$ cat src/logic/cffr_pkg.sv
package cffr_pkg;

    // Register byte offsets
    localparam logic [7:0] OFS_FLAGS      = 8'h00;
    localparam logic [7:0] OFS_MASK       = 8'h04;
    localparam logic [7:0] OFS_CTRL       = 8'h08;
    localparam logic [7:0] OFS_STATUS     = 8'h0C;
    localparam logic [7:0] OFS_WAKE1      = 8'h10;
    localparam logic [7:0] OFS_WAKE2      = 8'h14;
    localparam logic [7:0] OFS_RESET_WARN = 8'h18;
    localparam logic [7:0] OFS_SAFETY     = 8'h1C;

    // Flag bit positions, shared by flag and mask registers
    localparam int FLAG_W            = 12;
    localparam int FB_FOLDBACK       = 0;
    localparam int FB_INPUT_CHANGE   = 1;
    localparam int FB_OVERCURRENT    = 2;
    localparam int FB_COOL           = 3;
    localparam int FB_HOT            = 4;
    localparam int FB_COLD           = 5;
    localparam int FB_OPEN           = 6;
    localparam int FB_WATCHDOG       = 7;
    localparam int FB_SAFETY         = 8;
    localparam int FB_WAKE1          = 9;
    localparam int FB_WAKE2          = 10;
    localparam int FB_RESET_WARN     = 11;

    // Control register fields
    localparam int CB_CHARGE_EN      = 0;
    localparam int CB_DOUBLE_EN      = 1;
    localparam int CB_RAIL_MODE_LO   = 2;
    localparam int CTRL_W            = 4;
    localparam logic [1:0] RAIL_MODE_INPUT = 2'h0;

    // Synchronised monitor inputs, also status register bits 9:0
    localparam int MON_W             = 10;
    localparam int MB_FOLDBACK       = 0;
    localparam int MB_INPUT_GOOD     = 1;
    localparam int MB_OVERCURRENT    = 2;
    localparam int MB_COOL           = 3;
    localparam int MB_HOT            = 4;
    localparam int MB_COLD           = 5;
    localparam int MB_OPEN           = 6;
    localparam int MB_WATCHDOG       = 7;
    localparam int MB_SHUTDOWN       = 8;
    localparam int MB_CURRENT_LOOP   = 9;
    localparam int STAT_W            = 16;

    // Reset values
    localparam logic [FLAG_W-1:0] MASK_RST  = 12'h000;
    localparam logic [CTRL_W-1:0] CTRL_RST  = 4'h1;
    localparam logic [MON_W-1:0]  MON_RST   = 10'h000;
    localparam int TIME_W                   = 16;
    localparam logic [TIME_W-1:0] WAKE1_RST = 16'h0064;
    localparam logic [TIME_W-1:0] WAKE2_RST = 16'h07D0;
    localparam logic [TIME_W-1:0] WARN_RST  = 16'h2EE0;
    localparam logic [TIME_W-1:0] SAFE_RST  = 16'hFFFF;

    // Timebase: one tick per microsecond at the bus clock rate
    localparam int CLK_PERIOD_PS = 4000;
    localparam int TICK_US       = 1000;
    localparam int TICK_CYCLES   = (TICK_US * 1000) / CLK_PERIOD_PS;

endpackage : cffr_pkg

$ cat src/logic/cffr_fault_response.sv
`timescale 1ns/1ps
`default_nettype none
module cffr_fault_response #(
    parameter int TICK_CYCLES = cffr_pkg::TICK_CYCLES
) (
    input  wire logic                  pclk,
    input  wire logic                  presetn,
    input  wire logic                  psel,
    input  wire logic                  penable,
    input  wire logic                  pwrite,
    input  wire logic [7:0]            paddr,
    input  wire logic [31:0]           pwdata,
    output logic      [31:0]           prdata,
    output logic                       pready,
    output logic                       pslverr,
    input  wire logic                  thermal_foldback_active,
    input  wire logic                  input_good_status,
    input  wire logic                  battery_overcurrent,
    input  wire logic                  cool_region,
    input  wire logic                  hot_region,
    input  wire logic                  cold_region,
    input  wire logic                  thermistor_open,
    input  wire logic                  bus_watchdog_expired,
    input  wire logic                  thermal_shutdown,
    input  wire logic                  current_loop_active,
    input  wire logic                  push_button_input_n,
    output logic                       charge_enable,
    output logic                       charge_reduced,
    output logic                       safety_timer_running,
    output logic                       safety_timer_doubled,
    output logic                       system_rail_enable,
    output logic                       system_rail_input_powered,
    output logic                       battery_connected,
    output logic                       irq
);
    import cffr_pkg::*;

    localparam int TICK_W = $clog2(TICK_CYCLES + 1);

    typedef struct packed {
        logic [MON_W-1:0]  mon_prev;
        logic [2:0]        btn_hit;
        logic [FLAG_W-1:0] flags;
        logic [FLAG_W-1:0] mask;
        logic [CTRL_W-1:0] ctrl;
        logic [TIME_W-1:0] wake1;
        logic [TIME_W-1:0] wake2;
        logic [TIME_W-1:0] warn;
        logic [TIME_W-1:0] safe;
        logic [TICK_W-1:0] tick_cnt;
        logic              tick;
        logic [TIME_W-1:0] btn_cnt;
        logic              lockout;
        logic              timer_clear;
        logic [31:0]       prdata;
        logic              charge_en;
        logic              reduced;
        logic              doubled;
        logic              rail_en;
        logic              rail_in;
        logic              bat_conn;
        logic              irq;
    } cffr_state_t;

    cffr_state_t s_q, s_d;

    logic [MON_W-1:0]  mon_raw;
    logic [MON_W-1:0]  mon;
    logic              btn_n;
    logic [FLAG_W-1:0] ev;
    logic [FLAG_W-1:0] w1c;
    logic [2:0]        btn_now;
    logic              wr_en;
    logic              rd_en;
    logic              mapped;
    logic              toggle;
    logic              pause;
    logic              tmr_expired;
    logic              tmr_running;
    logic              chg_ok;

    always_comb begin
        mon_raw                  = '0;
        mon_raw[MB_FOLDBACK]     = thermal_foldback_active;
        mon_raw[MB_INPUT_GOOD]   = input_good_status;
        mon_raw[MB_OVERCURRENT]  = battery_overcurrent;
        mon_raw[MB_COOL]         = cool_region;
        mon_raw[MB_HOT]          = hot_region;
        mon_raw[MB_COLD]         = cold_region;
        mon_raw[MB_OPEN]         = thermistor_open;
        mon_raw[MB_WATCHDOG]     = bus_watchdog_expired;
        mon_raw[MB_SHUTDOWN]     = thermal_shutdown;
        mon_raw[MB_CURRENT_LOOP] = current_loop_active;
    end

    cffr_sync #(
        .W   (MON_W),
        .RST (MON_RST)
    ) u_mon_sync (
        .pclk     (pclk),
        .presetn  (presetn),
        .async_in (mon_raw),
        .sync_out (mon)
    );

    // Button idles high
    cffr_sync #(
        .W   (1),
        .RST (1'b1)
    ) u_btn_sync (
        .pclk     (pclk),
        .presetn  (presetn),
        .async_in (push_button_input_n),
        .sync_out (btn_n)
    );

    // Hot, cold and open hold the timer count, which restarts from zero once they clear
    assign pause = mon[MB_HOT] | mon[MB_COLD] | mon[MB_OPEN];

    cffr_safety_timer #(
        .W (TIME_W)
    ) u_safety (
        .pclk    (pclk),
        .presetn (presetn),
        .tick    (s_q.tick),
        .run     (s_q.charge_en | pause),
        .pause   (pause),
        .clear   (s_q.timer_clear),
        .doubled (s_q.doubled),
        .limit   (s_q.safe),
        .expired (tmr_expired),
        .running (tmr_running)
    );

    assign wr_en  = psel & penable & pwrite;
    assign rd_en  = psel & ~penable & ~pwrite;
    assign mapped = (paddr == OFS_FLAGS) || (paddr == OFS_MASK) || (paddr == OFS_CTRL)
                 || (paddr == OFS_STATUS) || (paddr == OFS_WAKE1) || (paddr == OFS_WAKE2)
                 || (paddr == OFS_RESET_WARN) || (paddr == OFS_SAFETY);

    always_comb begin
        s_d  = s_q;
        ev   = '0;
        w1c  = '0;

        // Microsecond timebase
        s_d.tick = 1'b0;
        if (s_q.tick_cnt == TICK_W'(TICK_CYCLES - 1)) begin
            s_d.tick_cnt = '0;
            s_d.tick     = 1'b1;
        end else begin
            s_d.tick_cnt = s_q.tick_cnt + 1'b1;
        end

        // Button hold counter, cleared on release
        if (btn_n) begin
            s_d.btn_cnt = '0;
        end else if (s_q.tick && s_q.btn_cnt != '1) begin
            s_d.btn_cnt = s_q.btn_cnt + 1'b1;
        end
        btn_now[0] = !btn_n && (s_q.btn_cnt >= s_q.wake1);
        btn_now[1] = !btn_n && (s_q.btn_cnt >= s_q.wake2);
        btn_now[2] = !btn_n && (s_q.btn_cnt >= s_q.warn);
        s_d.btn_hit = btn_now;

        // Status edge events
        s_d.mon_prev = mon;
        ev[FB_FOLDBACK]     = mon[MB_FOLDBACK] & ~s_q.mon_prev[MB_FOLDBACK];
        ev[FB_INPUT_CHANGE] = mon[MB_INPUT_GOOD] ^ s_q.mon_prev[MB_INPUT_GOOD];
        ev[FB_OVERCURRENT]  = mon[MB_OVERCURRENT] & ~s_q.mon_prev[MB_OVERCURRENT];
        ev[FB_COOL]         = mon[MB_COOL] & ~s_q.mon_prev[MB_COOL];
        ev[FB_HOT]          = mon[MB_HOT] & ~s_q.mon_prev[MB_HOT];
        ev[FB_COLD]         = mon[MB_COLD] & ~s_q.mon_prev[MB_COLD];
        ev[FB_OPEN]         = mon[MB_OPEN] & ~s_q.mon_prev[MB_OPEN];
        ev[FB_WATCHDOG]     = mon[MB_WATCHDOG] & ~s_q.mon_prev[MB_WATCHDOG];
        ev[FB_SAFETY]       = tmr_expired;
        ev[FB_WAKE1]        = btn_now[0] & ~s_q.btn_hit[0];
        ev[FB_WAKE2]        = btn_now[1] & ~s_q.btn_hit[1];
        ev[FB_RESET_WARN]   = btn_now[2] & ~s_q.btn_hit[2];

        // Register writes
        if (wr_en) begin
            case (paddr)
                OFS_FLAGS:      w1c        = pwdata[FLAG_W-1:0];
                OFS_MASK:       s_d.mask   = pwdata[FLAG_W-1:0];
                OFS_CTRL:       s_d.ctrl   = pwdata[CTRL_W-1:0];
                OFS_WAKE1:      s_d.wake1  = pwdata[TIME_W-1:0];
                OFS_WAKE2:      s_d.wake2  = pwdata[TIME_W-1:0];
                OFS_RESET_WARN: s_d.warn   = pwdata[TIME_W-1:0];
                OFS_SAFETY:     s_d.safe   = pwdata[TIME_W-1:0];
                default:        w1c        = '0;
            endcase
        end
        // Input supply or charge-enable toggle, seen in the same cycle as the write
        toggle = (mon[MB_INPUT_GOOD] ^ s_q.mon_prev[MB_INPUT_GOOD])
               | (s_d.ctrl[CB_CHARGE_EN] ^ s_q.ctrl[CB_CHARGE_EN]);

        // Toggle also clears the safety flag; a new event wins over any clear
        w1c[FB_SAFETY] = w1c[FB_SAFETY] | toggle;
        s_d.flags = (s_q.flags & ~w1c) | ev;

        // Lockout until toggle; a fresh expiry wins
        if (tmr_expired) begin
            s_d.lockout = 1'b1;
        end else if (toggle) begin
            s_d.lockout = 1'b0;
        end
        // Restart timing once the flag is gone, and while input is low
        s_d.timer_clear = (s_q.flags[FB_SAFETY] & ~s_d.flags[FB_SAFETY])
                        | ~mon[MB_INPUT_GOOD]
                        | mon[MB_SHUTDOWN];

        // Charger response
        chg_ok = s_q.ctrl[CB_CHARGE_EN]
               & mon[MB_INPUT_GOOD]
               & ~mon[MB_OVERCURRENT]
               & ~s_d.lockout
               & ~mon[MB_SHUTDOWN]
               & ~pause;
        s_d.charge_en = chg_ok;
        s_d.reduced   = chg_ok & (mon[MB_FOLDBACK] | mon[MB_CURRENT_LOOP] | mon[MB_COOL]);
        s_d.doubled   = s_q.ctrl[CB_DOUBLE_EN]
                      & (mon[MB_FOLDBACK] | mon[MB_CURRENT_LOOP] | mon[MB_COOL]);

        // System rail response
        s_d.rail_en  = ~mon[MB_SHUTDOWN];
        s_d.rail_in  = mon[MB_INPUT_GOOD] & ~mon[MB_SHUTDOWN]
                     & (s_q.ctrl[CTRL_W-1:CB_RAIL_MODE_LO] == RAIL_MODE_INPUT);
        s_d.bat_conn = ~mon[MB_OVERCURRENT] & ~mon[MB_SHUTDOWN];

        s_d.irq = |(s_q.flags & s_q.mask);

        // Read data, registered in setup so it stands through the access phase
        if (rd_en) begin
            case (paddr)
                OFS_FLAGS:      s_d.prdata = 32'(s_q.flags);
                OFS_MASK:       s_d.prdata = 32'(s_q.mask);
                OFS_CTRL:       s_d.prdata = 32'(s_q.ctrl);
                OFS_STATUS:     s_d.prdata = 32'({~btn_n, s_q.lockout, tmr_running,
                                                   s_q.charge_en, s_q.bat_conn, s_q.rail_in,
                                                   mon});
                OFS_WAKE1:      s_d.prdata = 32'(s_q.wake1);
                OFS_WAKE2:      s_d.prdata = 32'(s_q.wake2);
                OFS_RESET_WARN: s_d.prdata = 32'(s_q.warn);
                OFS_SAFETY:     s_d.prdata = 32'(s_q.safe);
                default:        s_d.prdata = 32'h0000_0000;
            endcase
        end
    end

    always_ff @(posedge pclk or negedge presetn) begin
        if (!presetn) begin
            s_q          <= '0;
            s_q.mask     <= MASK_RST;
            s_q.ctrl     <= CTRL_RST;
            s_q.wake1    <= WAKE1_RST;
            s_q.wake2    <= WAKE2_RST;
            s_q.warn     <= WARN_RST;
            s_q.safe     <= SAFE_RST;
            s_q.rail_en  <= 1'b1;
            s_q.bat_conn <= 1'b1;
        end else begin
            s_q <= s_d;
        end
    end

    // Zero-wait slave; read data already stands when pready is sampled
    assign pready                    = 1'b1;
    assign pslverr                   = psel & penable & ~mapped;
    assign prdata                    = s_q.prdata;
    assign charge_enable             = s_q.charge_en;
    assign charge_reduced            = s_q.reduced;
    assign safety_timer_running      = tmr_running;
    assign safety_timer_doubled      = s_q.doubled;
    assign system_rail_enable        = s_q.rail_en;
    assign system_rail_input_powered = s_q.rail_in;
    assign battery_connected         = s_q.bat_conn;
    assign irq                       = s_q.irq;

endmodule : cffr_fault_response
`default_nettype wire

$ cat src/logic/cffr_safety_timer.sv
`timescale 1ns/1ps
`default_nettype none
module cffr_safety_timer #(
    parameter int W = 16
) (
    input  wire logic           pclk,
    input  wire logic           presetn,
    input  wire logic           tick,
    input  wire logic           run,
    input  wire logic           pause,
    input  wire logic           clear,
    input  wire logic           doubled,
    input  wire logic [W-1:0]   limit,
    output logic                expired,
    output logic                running
);

    typedef struct packed {
        logic [W-1:0] cnt;
        logic         half;
        logic         done;
        logic         expired;
    } cffr_tmr_t;

    cffr_tmr_t t_q, t_d;
    logic      adv;

    always_comb begin
        t_d         = t_q;
        t_d.expired = 1'b0;
        adv         = 1'b0;
        if (clear || !run) begin
            t_d.cnt  = '0;
            t_d.half = 1'b0;
            t_d.done = 1'b0;
        end else if (tick && !pause && !t_q.done) begin
            // Doubled duration: count every second tick
            if (doubled) begin
                t_d.half = ~t_q.half;
                adv      = t_q.half;
            end else begin
                adv      = 1'b1;
            end
            if (adv) begin
                t_d.cnt = t_q.cnt + 1'b1;
                if (t_d.cnt >= limit) begin
                    t_d.done    = 1'b1;
                    t_d.expired = 1'b1;
                end
            end
        end
    end

    always_ff @(posedge pclk or negedge presetn) begin
        if (!presetn) begin
            t_q <= '0;
        end else begin
            t_q <= t_d;
        end
    end

    assign expired = t_q.expired;
    assign running = run && !pause && !t_q.done;

endmodule : cffr_safety_timer
`default_nettype wire

$ cat src/logic/cffr_sync.sv
`timescale 1ns/1ps
`default_nettype none
module cffr_sync #(
    parameter int               W   = 1,
    parameter logic [W-1:0]     RST = '0
) (
    input  wire logic           pclk,
    input  wire logic           presetn,
    input  wire logic [W-1:0]   async_in,
    output logic      [W-1:0]   sync_out
);

    typedef struct packed {
        logic [W-1:0] ff1;
        logic [W-1:0] ff2;
        logic [W-1:0] ff3;
        logic [W-1:0] out;
    } cffr_sync_t;

    cffr_sync_t s_q, s_d;
    logic [W-1:0] agree;

    always_comb begin
        s_d     = s_q;
        s_d.ff1 = async_in;
        s_d.ff2 = s_q.ff1;
        s_d.ff3 = s_q.ff2;
        // Change counts only once the second and third stage agree
        agree   = ~(s_q.ff2 ^ s_q.ff3);
        s_d.out = (s_q.ff3 & agree) | (s_q.out & ~agree);
    end

    always_ff @(posedge pclk or negedge presetn) begin
        if (!presetn) begin
            s_q <= '{ff1: RST, ff2: RST, ff3: RST, out: RST};
        end else begin
            s_q <= s_d;
        end
    end

    assign sync_out = s_q.out;

endmodule : cffr_sync
`default_nettype wire
$ cat config.mk
export PLATFORM = sky130hd
export DESIGN_NAME = cffr_fault_response
export DESIGN_NICKNAME = d
export VERILOG_FILES = /design/src/logic/cffr_pkg.sv /design/src/logic/cffr_fault_response.sv /design/src/logic/cffr_safety_timer.sv /design/src/logic/cffr_sync.sv
export SDC_FILE = /design/constraint.sdc
export NUM_CORES = 1
export LEC_CHECK = 0
export ABC_AREA = 1
export BUFFER_PORTS_ARGS = -buffer_cell sky130_fd_sc_hd__clkbuf_2
export CORE_MARGIN = 4
export CORE_UTILIZATION = 55
export CTS_BUF_LIST = sky130_fd_sc_hd__clkbuf_4 sky130_fd_sc_hd__clkbuf_8
export CTS_CLUSTER_SIZE = 12
export DETAILED_ROUTE_END_ITERATION = 6
export PLACE_DENSITY = 0.73
export SLEW_MARGIN = 15
export SYNTH_ARGS = -nofsm -noshare
export SYNTH_HDL_FRONTEND = slang
export SYNTH_SLANG_ARGS = --single-unit
$ cat constraint.sdc
create_clock -name pclk -period 7.8 [get_ports pclk]
set_clock_uncertainty 0.2 [all_clocks]
set_input_delay 0.39 -clock pclk [delete_from_list [all_inputs] [get_ports pclk]]
set_output_delay 0.39 -clock pclk [all_outputs]
set_load 0.005 [all_outputs]
==> flow_summary.yaml <==
outcome:
  status: "complete, no violations"
timing:
  finalHoldViolCount: 0
  holdWs_ps: 45.0
  fmax_mhz: 337
  period_share_pct: 38.0
  worst_pin_slew_ps: 1130
  rsz0062_at_grt: "false"
  fin_crit_ps: 2970
  tns_ps: 0
  slew_headroom_pct: 24.6
  setup_viol: 0
  finalMaxSlewViolations: 0
worst_setup_path:
  worstPathMaxFanout: 5
  cpPeakStageDelay_ps: 410
  worstPathRequired_ps: 8080
  critical_path_class: "register to register"
  critPathBufInv: 1
  crit_family: "simple AND/OR/NAND/NOR gates"
  path_cells: "ha_1, nand3_2, nor3_2, nand2_1, nor2_2, nand3_1, nand2_1, inv_1, ha_1, nand2_1, nor4_1, nand3_1, nand3_1, nand2_1, nand2_1"
  critPathCaptureType: "register"
  worstPathArrival_ps: 3250
  startpoint_type: "register"
  crit_slowest_cell: "dfrtp_1"
  cp_common_cell: "nand2_1"
clock_tree:
  cts_sinks: 216
  cts_root_buf: "clkbuf_8"
  cts_setup_buffers: 0
  cts_tree: "done"
  path_clk_slew_ps: 70
  cts.path.max_buffers: 3
  htree_levels: 2
  clk_latency_ps: 540
  ctsHoldBuffers: 16
  cts_buffers: 37
  postCtsResizedCells: 0
floorplanning:
  start_util_pct: 55.8
  ios: 98
  dieArea_um2: 22800
  rows: 52
  coreArea_um2: 20200
  chipWidth_um: 151
  fp.dieH_um: 151
grt:
  grtUsageTotal_pct: 24.1
  use_met2_pct: 39.3
  grt_pass1_vias: 8790
  grt_pass1_wl_um: 43500
  met1_usage_pct: 33.4
  top_usage_layer: "met2"
  antenna_found_initial: 0
  gr-total-overflow: 0
  grt_max_degree: 135
  grtUsageMet3_pct: 3.74
drt:
  dr.first_iter.drc_count: 675
  dr.pass1.iters: 5
  vias_per_cell: 5.25
  wl_per_cell_um: 15.5
  route.vias.total: 8957
  drc_errors: 0
  wirelength_um: 26400
  ant_nets: 0
power:
  power.leakage_nw: 6.09
  p_per_area_nw_per_um2: 191
  peakVddDrop_mv: 0.181
worst_hold_path:
  hold_class: "input pin to register"
synthesis:
  synth_seq_cells: 216
  synth.top_cell.area_share_pct: 39.4
  ys_seq_area_share_pct: 48.5
  netlist_area_um2: 11200
  ys_types: 42
  yosysTopAreaCell: "dfrtp_1"
  synthCells: 1332
  synthFlopType: "dfrtp_1"
  synthTopCellsByArea: "dfrtp_1 39%, nand2_1 12%, dfstp_2 9.1%, ha_1 7.6%, inv_1 5.5%"
  synth_edf_count: 0
  yosys_warnings: 0
  async_flop_share_pct: 100
  avgSynthCellArea_um2: 8.45
placement:
  dpl.hpwl_um: 19300
  io_buffers: 64
  routabilityCongestion: 0.894
final_layout:
  fin_nets: 1532
  drive_above_1_share_pct: 15.7
  syn_to_final_growth_pct: 11.7
  num_antenna_cells: 0
flow_run:
  cap_violations: 0
[path summary, 6_finish.rpt]
path,start,depth (start not counted),to,slack (ps)
max reg2reg,u_safety.t_q[3],15,u_safety.t_q[1],4830
min in group asynchronous,presetn,2,u_mon_sync.s_d[26],280
max in group asynchronous,presetn,3,u_mon_sync.s_d[10],5540
min,pwdata[5],3,s_q[139],40
max,u_safety.t_q[3],15,u_safety.t_q[1],4830
min reg2reg,u_mon_sync.s_d[25],0,u_mon_sync.s_d[15],150
[per-stage QoR]
step	cells	instance area [um^2]	utilization [%]	total power [mW]	worst slack [ps]
floorplan	1347	11300	-	1.26	5340
global placement	1623	11600	57.4	1.32	4870
detailed placement	1623	11600	57.4	1.32	4880
CTS	1707	12600	62.3	2.43	4860
global route	1707	12600	62.3	2.51	4530
finish	1707	12600	62.3	2.41	4830
[sequential cells by signal, indices dropped and copies added (netlist names), named ones only]
signal                     cells
u_safety.t_q                  18
u_btn_sync.s_q                 1
u_mon_sync.s_d                20
u_btn_sync.s_d                 2
safety_timer_doubled           1
prdata                        16
s_q                          130
system_rail_input_powered      1
charge_reduced                 1
system_rail_enable             1
battery_connected              1
charge_enable                  1
u_safety.expired               1
u_mon_sync.s_q                10
irq                            1
[worst min-delay path, cell delays in order]
cell and delay (ps):
clkbuf_2 70, inv_1 130, o21ai_1 160
[layer usage]
layer	vias up	routed length, um
met5	-	0
met1	4236	12000
met4	0	674
met2	264	12400
li1	4406	-
met3	51	1410
[kinds of logic after synthesis]
logic type / share of synthesized area (%)
simple gates: 21.0
fa+ha+maj: 8.54
other cells: 0.0668
xor+xnor: 1.63
compound gates: 10.7
buf+inv: 9.57
flops: 48.5
[power breakdown]
part / internal [mW] / total, mW / switching [mW]
clock: 0.636 / 1.10 / 0.463
combinational: 0.0402 / 0.131 / 0.0909
sequential: 1.16 / 1.18 / 0.0200
total: 1.83 / 2.41 / 0.574
[placed cells by master, fill, tap and decap left out, drive strengths merged, types with 7 or more instances in the layout]
cell and count:
nand2 372, inv 180, dfrtp 177, o21ai 148, clkbuf 125, nor2 90
ha 68, nand3 48, a21oi 40, dfstp 39, nor3 28, conb 17
xor2 16, dlygate4sd3 16, o22ai 13, maj3 11, nand4 7
[synth_stat cells, types with 4 or more instances]
master	count
ha_1	68
buf_2	11
nor3_2	4
nor2_4	6
nand4_1	7
dfstp_2	39
nor2_1	79
buf_4	35
maj3_1	11
nand3_2	4
inv_1	164
o22ai_1	13
o21ai_0	73
nand2_2	11
xnor2_1	5
nand3_1	44
o21ai_2	6
nand2_1	361
a21oi_1	40
buf_6	5
dfrtp_1	177
xor2_1	16
inv_2	14
o21bai_1	5
nor2_2	5
nor4_1	4
o21ai_1	69
clkbuf_1	7
o31ai_1	4
nor3_1	23
[area by class of cell]
| cell class | count | area, um^2 |
|---|---|---|
| well taps | 270 | 338 |
| flip-flops and latches | 216 | 5450 |
| inverters | 179 | 672 |
| multi-input cells | 893 | 4780 |
| clock buffers | 62 | 778 |
| repair buffers | 81 | 498 |
| fillers | 1741 | 7600 |
| clock inverters | 6 | 51.3 |
Power figures use the tool's default switching activity.
